## src/core/cfg_regs_cfg.svh

```systemverilog
// offsets, field positions, reset values and clock rates of the config bank
// assumes byte addresses of configuration space, dword aligned accesses
`ifndef CFG_REGS_CFG_SVH
`define CFG_REGS_CFG_SVH

// ****************************************************************
// offsets
// ****************************************************************
`define DMA_B_BASE_OFS     8'h42
`define DMA_B_DWORD_OFS    8'h40
`define MISC_CFG_OFS       8'h58

// ****************************************************************
// channel b base fields (positions within the 16-bit register)
// ****************************************************************
`define DMA_B_BASE_MSB     15
`define DMA_B_BASE_LSB     7
`define DMA_B_RSVD6_POS    6
`define DMA_B_CHAN_MSB     5
`define DMA_B_CHAN_LSB     4
`define DMA_B_EN_POS       0
`define DMA_B_RESET        16'h0000

// ****************************************************************
// misc config fields
// ****************************************************************
`define MISC_DUTY_MSB      7
`define MISC_DUTY_LSB      6
`define MISC_RETRY_POS     5
`define MISC_SCLK_POS      4
`define MISC_HOG_POS       3
`define MISC_SBCH_MSB      2
`define MISC_SBCH_LSB      1
`define MISC_SBEN_POS      0
`define MISC_RESET         8'h00

// ****************************************************************
// timing
// ****************************************************************
`define MCLK_FREQ_KHZ      100000
`define SCFG_CLK_FREQ_KHZ  400

`endif

```

## src/core/cfg_regs_pkg.sv

```systemverilog
// types shared by the config register bank and its bench
// assumes nothing of its surroundings
package cfg_regs_pkg;
  typedef logic [1:0] chan_t;
  typedef logic [1:0] duty_t;
  typedef logic [8:0] dma_base_t;
  typedef struct packed {
    duty_t dsp_clock_duty_select;
    logic  music_retry_enable;
    logic  serial_cfg_clock_select;
    logic  bus_hog_fix_enable;
    chan_t sideband_channel_code;
    logic  sideband_dma_mode_enable;
  } misc_config_reg_t;
endpackage

```

## src/core/scfg_clk_if.sv

```systemverilog
// link between the register bank and the serial config clock generator
// assumes one clock domain, MCLK
`timescale 1ns/1ps
interface scfg_clk_if;
  logic clk_slow;
  logic data_in;
  logic data_sync;
  modport gen  (output clk_slow, output data_sync, input data_in);
  modport user (input clk_slow, input data_sync, output data_in);
endinterface

```

## src/core/legacy_dma_misc_config_regs.sv

```systemverilog
// channel b dma base and misc config registers of configuration space 0
// assumes a host bridge presenting one-cycle dword config read/write strobes
`timescale 1ns/1ps
`include "cfg_regs_cfg.svh"

module legacy_dma_misc_config_regs (
  input  wire logic                MCLK,
  input  wire logic                RST_B,
  input  wire logic                CFG_WR,
  input  wire logic                CFG_RD,
  input  wire logic [7:0]          CFG_ADDR,
  input  wire logic [3:0]          CFG_BE,
  input  wire logic [31:0]         CFG_WDATA,
  output      logic [31:0]         CFG_RDATA,
  output      logic                CFG_RVALID,
  output      cfg_regs_pkg::dma_base_t DMA_B_BASE_ADDR,
  output      cfg_regs_pkg::chan_t DMA_B_CHANNEL,
  output      logic                DMA_B_CHANNEL_ENABLE,
  output      cfg_regs_pkg::duty_t DSP_CLOCK_DUTY_SELECT,
  input  wire logic                MUSIC_REG_FIRST_FULL,
  input  wire logic                MUSIC_REG_SECOND_FULL,
  output      logic                TARGET_RETRY,
  output      logic                SERIAL_CFG_CLOCK_SELECT,
  output      logic                SERIAL_CFG_CLK_SLOW,
  input  wire logic                SERIAL_CFG_DATA_IN,
  output      logic                SERIAL_CFG_DATA_SYNC,
  output      logic                BUS_HOG_FIX_ENABLE,
  output      logic                SIDEBAND_DMA_MODE_ENABLE,
  output      cfg_regs_pkg::chan_t SIDEBAND_CHANNEL_CODE
);
  import cfg_regs_pkg::*;

  // ****************************************************************
  // register storage
  // ****************************************************************
  dma_base_t        base_q;
  chan_t            chan_q;
  logic             en_q;
  misc_config_reg_t misc_q;
  logic [31:0]      rdata_q;
  logic             rvalid_q;
  logic             retry_q;
  logic             sb_en_q;
  chan_t            sb_ch_q;
  logic             sclk_q;
  logic             sdata_q;

  scfg_clk_if sif ();

  scfg_clk_gen u_scfg_clk (
    .MCLK  (MCLK),
    .RST_B (RST_B),
    .sif   (sif)
  );

  assign sif.data_in = SERIAL_CFG_DATA_IN;

  // only the dword part of the byte address selects a register
  function automatic logic dword_hit(input logic [7:0] a, input logic [7:0] ofs);
    return a[7:2] == ofs[7:2];
  endfunction

  // ****************************************************************
  // decode
  // ****************************************************************
  wire        hit_b    = dword_hit(CFG_ADDR, `DMA_B_DWORD_OFS);
  wire        hit_misc = dword_hit(CFG_ADDR, `MISC_CFG_OFS);
  // lanes 0 and 1 of this dword belong to channel a, which lives outside this bank
  wire        wr_b_lo  = CFG_WR && hit_b && CFG_BE[2];
  wire        wr_b_hi  = CFG_WR && hit_b && CFG_BE[3];
  wire        wr_misc  = CFG_WR && hit_misc && CFG_BE[0];
  // channel b base occupies the upper half of its dword; reserved bits tied low
  wire [15:0] b_view   = {base_q, 1'b0, chan_q, 3'b000, en_q};
  wire [31:0] rdata_d  = hit_b    ? {b_view, 16'h0000} :
                         hit_misc ? {24'h000000, misc_q} :
                                    32'h00000000;
  wire        music_full = MUSIC_REG_FIRST_FULL || MUSIC_REG_SECOND_FULL;

  // ****************************************************************
  // writes
  // ****************************************************************
  always_ff @(posedge MCLK or negedge RST_B) begin
    if (!RST_B) begin
      base_q <= 9'h000;
      chan_q <= 2'h0;
      en_q   <= 1'b0;
      misc_q <= `MISC_RESET;
    end else begin
      if (wr_b_lo) begin
        base_q[0] <= CFG_WDATA[16 + `DMA_B_BASE_LSB];
        chan_q    <= CFG_WDATA[16 + `DMA_B_CHAN_MSB : 16 + `DMA_B_CHAN_LSB];
        en_q      <= CFG_WDATA[16 + `DMA_B_EN_POS];
      end
      if (wr_b_hi) begin
        base_q[8:1] <= CFG_WDATA[31:24];
      end
      if (wr_misc) begin
        misc_q <= CFG_WDATA[7:0];
      end
    end
  end

  // ****************************************************************
  // reads and registered outputs
  // ****************************************************************
  // a read in the same cycle as a write returns the value from before the write
  always_ff @(posedge MCLK or negedge RST_B) begin
    if (!RST_B) begin
      rdata_q  <= 32'h00000000;
      rvalid_q <= 1'b0;
    end else begin
      rvalid_q <= CFG_RD;
      rdata_q  <= CFG_RD ? rdata_d : rdata_q;
    end
  end

  // retry follows the full flags one cycle late while music_retry_enable is set; the host retries anyway
  always_ff @(posedge MCLK or negedge RST_B) begin
    if (!RST_B) begin
      retry_q <= 1'b0;
      sb_en_q <= 1'b0;
      sb_ch_q <= 2'h0;
      sclk_q  <= 1'b0;
      sdata_q <= 1'b0;
    end else begin
      retry_q <= misc_q.music_retry_enable && music_full;
      sb_en_q <= misc_q.sideband_dma_mode_enable;
      // mask the code so a stale one never shows while the mode is off
      sb_ch_q <= misc_q.sideband_dma_mode_enable ? misc_q.sideband_channel_code : 2'h0;
      sclk_q  <= sif.clk_slow;
      sdata_q <= sif.data_sync;
    end
  end

  assign CFG_RDATA                = rdata_q;
  assign CFG_RVALID               = rvalid_q;
  assign DMA_B_BASE_ADDR          = base_q;
  assign DMA_B_CHANNEL            = chan_q;
  assign DMA_B_CHANNEL_ENABLE     = en_q;
  assign DSP_CLOCK_DUTY_SELECT    = misc_q.dsp_clock_duty_select;
  assign TARGET_RETRY             = retry_q;
  // the pci clock mux itself sits at the pad, steered by this select
  assign SERIAL_CFG_CLOCK_SELECT  = misc_q.serial_cfg_clock_select;
  assign SERIAL_CFG_CLK_SLOW      = sclk_q;
  assign SERIAL_CFG_DATA_SYNC     = sdata_q;
  assign BUS_HOG_FIX_ENABLE       = misc_q.bus_hog_fix_enable;
  assign SIDEBAND_DMA_MODE_ENABLE = sb_en_q;
  assign SIDEBAND_CHANNEL_CODE    = sb_ch_q;

  // ****************************************************************
  // checks
  // ****************************************************************
  a_base_hi_write : assert property (@(posedge MCLK) disable iff (!RST_B)
    wr_b_hi |=> (base_q[8:1] == $past(CFG_WDATA[31:24]))) else $error("base high lost");
  a_rsvd_six_zero : assert property (@(posedge MCLK) disable iff (!RST_B)
    CFG_RVALID && $past(hit_b) |-> !CFG_RDATA[22]) else $error("bit 6 not zero");
  a_chan_sel_write : assert property (@(posedge MCLK) disable iff (!RST_B)
    wr_b_lo |=> (DMA_B_CHANNEL == $past(CFG_WDATA[21:20]))) else $error("channel lost");
  a_rsvd_low_zero : assert property (@(posedge MCLK) disable iff (!RST_B)
    CFG_RVALID && $past(hit_b) |-> (CFG_RDATA[19:17] == 3'b000)) else $error("bits 3:1 set");
  a_enable_follows : assert property (@(posedge MCLK) disable iff (!RST_B)
    wr_b_lo |=> (DMA_B_CHANNEL_ENABLE == $past(CFG_WDATA[16]))) else $error("enable wrong");
  a_duty_write : assert property (@(posedge MCLK) disable iff (!RST_B)
    wr_misc |=> (DSP_CLOCK_DUTY_SELECT == $past(CFG_WDATA[7:6]))) else $error("duty lost");
  a_retry_cause : assert property (@(posedge MCLK) disable iff (!RST_B)
    TARGET_RETRY == $past(misc_q.music_retry_enable && music_full)) else $error("retry wrong");
  a_sync_on_rise : assert property (@(posedge MCLK) disable iff (!RST_B)
    $changed(sdata_q) |-> $past(sif.clk_slow) && !$past(sif.clk_slow, 2)) else $error("resync off");
  a_sb_chan_gated : assert property (@(posedge MCLK) disable iff (!RST_B)
    !SIDEBAND_DMA_MODE_ENABLE |-> (SIDEBAND_CHANNEL_CODE == 2'h0)) else $error("code leaks");
  a_sb_enable : assert property (@(posedge MCLK) disable iff (!RST_B)
    wr_misc ##1 1'b1 |=> (SIDEBAND_DMA_MODE_ENABLE == $past(CFG_WDATA[0], 2))) else $error("sb en");
  a_misc_hold : assert property (@(posedge MCLK) disable iff (!RST_B)
    !wr_misc |=> $stable(misc_q)) else $error("misc changed without write");

  // ****************************************************************
  // checks of the read path and the field outputs
  // ****************************************************************
  a_rvalid_pulse : assert property (@(posedge MCLK) disable iff (!RST_B)
    CFG_RD |=> CFG_RVALID) else $error("read not answered");
  a_rvalid_quiet : assert property (@(posedge MCLK) disable iff (!RST_B)
    !CFG_RD |=> !CFG_RVALID) else $error("answer without read");
  a_read_base : assert property (@(posedge MCLK) disable iff (!RST_B)
    CFG_RD && hit_b |=> (CFG_RDATA[31:23] == $past(base_q))) else $error("base read wrong");
  a_read_chan_a : assert property (@(posedge MCLK) disable iff (!RST_B)
    CFG_RD && hit_b |=> (CFG_RDATA[15:0] == 16'h0000)) else $error("lower half not zero");
  a_read_chan_b : assert property (@(posedge MCLK) disable iff (!RST_B)
    CFG_RD && hit_b |=> (CFG_RDATA[21:20] == $past(chan_q))) else $error("channel read wrong");
  a_read_enable : assert property (@(posedge MCLK) disable iff (!RST_B)
    CFG_RD && hit_b |=> (CFG_RDATA[16] == $past(en_q))) else $error("enable read wrong");
  a_read_misc : assert property (@(posedge MCLK) disable iff (!RST_B)
    CFG_RD && hit_misc |=> (CFG_RDATA == {24'h000000, $past(misc_q)})) else $error("misc read");
  a_read_unmapped : assert property (@(posedge MCLK) disable iff (!RST_B)
    CFG_RD && !hit_b && !hit_misc |=> (CFG_RDATA == 32'h00000000)) else $error("stray data");
  a_base_lo_write : assert property (@(posedge MCLK) disable iff (!RST_B)
    wr_b_lo |=> (base_q[0] == $past(CFG_WDATA[23]))) else $error("base bit 7 lost");
  a_base_hold : assert property (@(posedge MCLK) disable iff (!RST_B)
    !wr_b_lo && !wr_b_hi |=> $stable({base_q, chan_q, en_q})) else $error("base changed");
  a_retry_gated : assert property (@(posedge MCLK) disable iff (!RST_B)
    !misc_q.music_retry_enable |=> !TARGET_RETRY) else $error("retry while disabled");
  a_sb_code_follow : assert property (@(posedge MCLK) disable iff (!RST_B)
    SIDEBAND_DMA_MODE_ENABLE |-> (SIDEBAND_CHANNEL_CODE == $past(misc_q.sideband_channel_code)))
    else $error("sideband code wrong");
  a_sclk_select : assert property (@(posedge MCLK) disable iff (!RST_B)
    wr_misc |=> (SERIAL_CFG_CLOCK_SELECT == $past(CFG_WDATA[4]))) else $error("select lost");
  a_hog_write : assert property (@(posedge MCLK) disable iff (!RST_B)
    wr_misc |=> (BUS_HOG_FIX_ENABLE == $past(CFG_WDATA[3]))) else $error("hog fix lost");
  a_slow_clk_out : assert property (@(posedge MCLK) disable iff (!RST_B)
    SERIAL_CFG_CLK_SLOW == $past(sif.clk_slow)) else $error("slow clock output off");
endmodule // legacy_dma_misc_config_regs

```

## src/core/scfg_clk_gen.sv

```systemverilog
// slow serial config port clock and data resynchronised to its rising edge
// assumes MCLK at the rate in cfg_regs_cfg.svh
`timescale 1ns/1ps
`include "cfg_regs_cfg.svh"
module scfg_clk_gen #(
  parameter int HALF_CYCLES = `MCLK_FREQ_KHZ / (2 * `SCFG_CLK_FREQ_KHZ)
) (
  input wire logic MCLK,
  input wire logic RST_B,
  scfg_clk_if.gen  sif
);
  // ****************************************************************
  // divider
  // ****************************************************************
  // the divider counter is 16 bits wide, so longer half periods cannot be served
  if (HALF_CYCLES < 1 || HALF_CYCLES > 65536) begin : g_chk
    $error("HALF_CYCLES must lie between 1 and 65536");
  end

  logic [15:0] cnt_q;
  logic        clk_q;
  logic        data_q;
  wire         wrap = (cnt_q == 16'(HALF_CYCLES - 1));

  always_ff @(posedge MCLK or negedge RST_B) begin
    if (!RST_B) begin
      cnt_q <= 16'h0000;
      clk_q <= 1'b0;
    end else begin
      cnt_q <= wrap ? 16'h0000 : cnt_q + 16'h0001;
      clk_q <= wrap ? ~clk_q : clk_q;
    end
  end

  // incoming data is taken only as the slow clock rises
  always_ff @(posedge MCLK or negedge RST_B) begin
    if (!RST_B) begin
      data_q <= 1'b0;
    end else if (wrap && !clk_q) begin
      data_q <= sif.data_in;
    end
  end

  assign sif.clk_slow  = clk_q;
  assign sif.data_sync = data_q;

  a_slow_clk_half : assert property (@(posedge MCLK) disable iff (!RST_B)
    wrap |=> (clk_q != $past(clk_q))) else $error("slow clock did not toggle");
endmodule // scfg_clk_gen

```

## config.mk

```make
export PLATFORM = sky130hd
export DESIGN_NAME = legacy_dma_misc_config_regs
export DESIGN_NICKNAME = d
export VERILOG_FILES = /design/src/core/cfg_regs_pkg.sv /design/src/core/scfg_clk_if.sv /design/src/core/legacy_dma_misc_config_regs.sv /design/src/core/scfg_clk_gen.sv
export VERILOG_INCLUDE_DIRS = /design/src /design/src/core
export SDC_FILE = /design/constraint.sdc
export NUM_CORES = 1
export LEC_CHECK = 0
export ABC_CLOCK_PERIOD_IN_PS = 2350
export BUFFER_PORTS_ARGS = -buffer_cell sky130_fd_sc_hd__buf_4
export CAP_MARGIN = 10
export CELL_PAD_IN_SITES_DETAIL_PLACEMENT = 1
export CELL_PAD_IN_SITES_GLOBAL_PLACEMENT = 2
export CORE_ASPECT_RATIO = 0.5
export CORE_UTILIZATION = 30
export CTS_CLUSTER_SIZE = 40
export DETAILED_ROUTE_END_ITERATION = 8
export GPL_ROUTABILITY_DRIVEN = 0
export PLACE_DENSITY_LB_ADDON = 0.12
export SETUP_SLACK_MARGIN = 0.05
export SKIP_LAST_GASP = 1
export SYNTH_ARGS = -nofsm -noshare
export SYNTH_HDL_FRONTEND = slang
export SYNTH_SLANG_ARGS = --single-unit
```

## constraint.sdc

```tcl
create_clock -name MCLK -period 2.35 [get_ports MCLK]
set_input_delay 0.235 -clock MCLK [delete_from_list [all_inputs] [get_ports MCLK]]
set_output_delay 0.235 -clock MCLK [all_outputs]
set_load 0.005 [all_outputs]
```

==> reports/qor.yml <==
timing:
  period_minus_slack_ps: 1935
  final_max_slew_viol_count: 0
  slew_headroom_pct: 45.62
  setup_viol: 0
  rsz0062_at_grt: "no"
  worst_slew_pin_slew_ps: 815.7
  fin_skew_ps: 5.028
  max_freq_ghz: 0.5168
  final.setup.tns_ps: 0
  fin_crit_sh_pct: 82.34
  hold_slack_ps: 2.102
  hold_violations: 0
setup_path:
  crit_chain: "nor4_1 > nand3_1 > nor4_1 > mux2_2"
  worst-path-max-fanout: 4
  max_stage_delay_ps: 540
  cp_num_buf_inv: 0
  critPathKind: "flip-flop to flip-flop"
  slowest_stage: "nor4_1"
  crit_family: "simple AND/OR/NAND/NOR gates"
  worstReg2RegStart: "u_scfg_clk.cnt_q[11]"
  worstSetupEndpointType: "flip-flop"
  cp-startpoint: "u_scfg_clk.cnt_q[11]"
  worst_ep_arrival_time_ps: 2140
  start_kind: "flip-flop"
  crit_path_frequent_cell: "nor4_1"
  crit_required_ps: 2560
cts:
  post_cts_resized: 0
  postCtsSetupBuffers: 0
  cts-root-buf: "clkbuf_16"
  cts_buffers: 9
  clockBufferDepth: 2
  ctsHoldBuffers: 0
  htree_levels: 3
  tritoncts: "built"
  clk_latency_ps: 330
  clkSlewWorstSetupHoldPaths_ps: 50
  cts_sinks: 65
floorplan:
  core-area_um2: 8798
  die_area_um2: 9560
  rows: 24
  io_pins: 106
  die-height_um: 69.64
  die_x_um: 137.3
  start_util_pct: 31.20
power_and_ir_drop:
  power_density_nw_per_um2: 695.9
  pwr-share-clk_pct: 47.6
  p_sw_share_pct: 21.37
  p_switching_w: 0.0005466
  pwr-share-comb_pct: 6.3
  ir_drop_mv: 0.3817
  seqPwrFrac_pct: 46.0
  leakage_nw: 1.800
  p_int_w: 0.002011
detailed_routing:
  final_antenna_net_count: 0
  vias: 1961
  drcViolationCount: 0
  drt_wl_total_mm: 6.170
  drt-vias-per-instance: 4.447
  drt_first_pass_iters: 4
  drtIter0Drc: 17
  avgRoutedWirePerCell_um: 13.99
place:
  dp_hpwl_mm: 4.427
  dpl_cell_area_um2: 3401
  portBuffers: 78
layout:
  nets: 372
  num_antenna_cells: 0
  drive_gt1_share_pct: 37.35
  final_cell_mix: "buf_4, dfrtp_1, nand3_1"
  area_growth_pct: 33.91
  final_common_cell: "buf_4"
  fin_area_um2: 3676
logic_synthesis:
  ys_top_cells_by_area: "dfrtp_1, mux2_2, nand3_1, o21ai_0, buf_4"
  synthDistinctLibCells: 36
  yosysTopAreaCell: "dfrtp_1"
  syn_inst: 237
  avgSynthCellArea_um2: 11.58
  synth_ff_type: "dfrtp_1"
  synth-edff-count: 0
  yosys_warnings: 0
  synth_top_area_share_pct: 59.25
  synth_area_um2: 2745
  ys_async_sr_fraction_pct: 100.0
  synth-seq-cells: 65
  ys_seq_area_share_pct: 59.25
hold_path:
  hp-class: "primary input to async pin"
status:
  outcome: "finished, final reports clean"
global_routing:
  grt_overflow_total: 0
  grt_pass1_vias: 2137
  antenna_found_initial: 0
  grt_use_total_pct: 14.50
  grt_max_degree: 66
  grt_pass1_wl_mm: 10.32
flow_run:
  max_cap_viol_count: 0
per-stage QoR:
stage | utilization (%) | cells | worst slack, ps | total power [W]
after global placement | 38.65 | 425 | 384.8 | 0.001360
after CTS | 41.78 | 441 | 390.2 | 0.002607
after floorplan | - | 248 | 605.4 | 0.001256
after global routing | 41.78 | 441 | 219.6 | 0.002682
final | 41.78 | 441 | 415.0 | 0.002558
after detailed placement | 38.65 | 425 | 364.5 | 0.001365
power groups by stage:
| stage | Combinational [W] | Clock, W | Sequential (W) |
|---|---|---|---|
| 2_1_floorplan | 0.0000622 | 0 | 0.00119 |
| 3_5_place_dp | 0.000167 | 0 | 0.00120 |
| 6_report | 0.000162 | 0.00122 | 0.00118 |
| 5_1_grt | 0.000181 | 0.00132 | 0.00118 |
| 3_3_place_gp | 0.000164 | 0 | 0.00120 |
| 4_1_cts | 0.000168 | 0.00126 | 0.00118 |
layout make-up:
type / instances / area (um2)
fillers: 978 / 5122
clock buffers: 13 / 260.3
well taps: 117 / 146.4
clock inverters: 3 / 15.01
inverters: 22 / 82.58
multi-input cells: 141 / 944.7
repair buffers: 80 / 600.6
flip-flops and latches: 65 / 1627
kinds of logic (layout without fill, tap and decap cells):
group	after synthesis	count (layout)	share of synthesized area [%]
xor+xnor	12	12	3.829
fa+ha+maj	2	2	0.9114
mux	21	21	8.615
other cells	1	12	0.1366
flops	65	65	59.25
simple gates	66	66	13.86
buf+inv	42	118	7.839
compound gates	28	28	5.561
state kept, by name, indices dropped and copies added, names as in the netlist:
| register | flops |
|---|---|
| u_scfg_clk.cnt_q | 16 |
| DMA_B_CHANNEL | 2 |
| u_scfg_clk.sif.clk_slow | 1 |
| u_scfg_clk.sif.data_sync | 1 |
| DSP_CLOCK_DUTY_SELECT | 2 |
| CFG_RVALID | 1 |
| BUS_HOG_FIX_ENABLE | 1 |
| DMA_B_CHANNEL_ENABLE | 1 |
| CFG_RDATA | 20 |
| SIDEBAND_CHANNEL_CODE | 2 |
| SERIAL_CFG_CLK_SLOW | 1 |
| misc_q | 4 |
| SIDEBAND_DMA_MODE_ENABLE | 1 |
| SERIAL_CFG_CLOCK_SELECT | 1 |
| SERIAL_CFG_DATA_SYNC | 1 |
| TARGET_RETRY | 1 |
| DMA_B_BASE_ADDR | 9 |
synthesized netlist by cell type (3+ instances only):
| cell type | n |
|---|---|
| xnor2_1 | 5 |
| o21ai_0 | 23 |
| clkbuf_1 | 3 |
| buf_4 | 15 |
| inv_1 | 22 |
| nor2_1 | 7 |
| nand2_1 | 11 |
| nor4_1 | 4 |
| and2_1 | 3 |
| dfrtp_1 | 65 |
| xor2_1 | 7 |
| nand3_1 | 24 |
| mux2_2 | 21 |
path summary, 6_finish.rpt:
path	slack [ps]	to	depth (start not counted)
max	410	u_scfg_clk.sif.data_sync	4
min	2	SIDEBAND_CHANNEL_CODE[1]	1
min in group MCLK	110	TARGET_RETRY	2
max reg2reg	410	u_scfg_clk.sif.data_sync	4
max in group asynchronous	1820	u_scfg_clk.cnt_q[4]	1
min reg2reg	370	SERIAL_CFG_DATA_SYNC	0
worst register-to-register path, cell delays in order, from the launching register on:
cell and delay, ps:
dfrtp_1 410, nor4_1 540, nand3_1 230, nor4_1 280, mux2_2 370
per-layer routing:
layer	GRT usage, %	wire [um]	share of wire [%]
met1	16.03	2601	42
met2	25.08	3154	51
met3	5.044	329	5.3
met4	6.471	85	1.4
met5	0	0	0
Note: power is estimated with default switching activity, not from simulation.
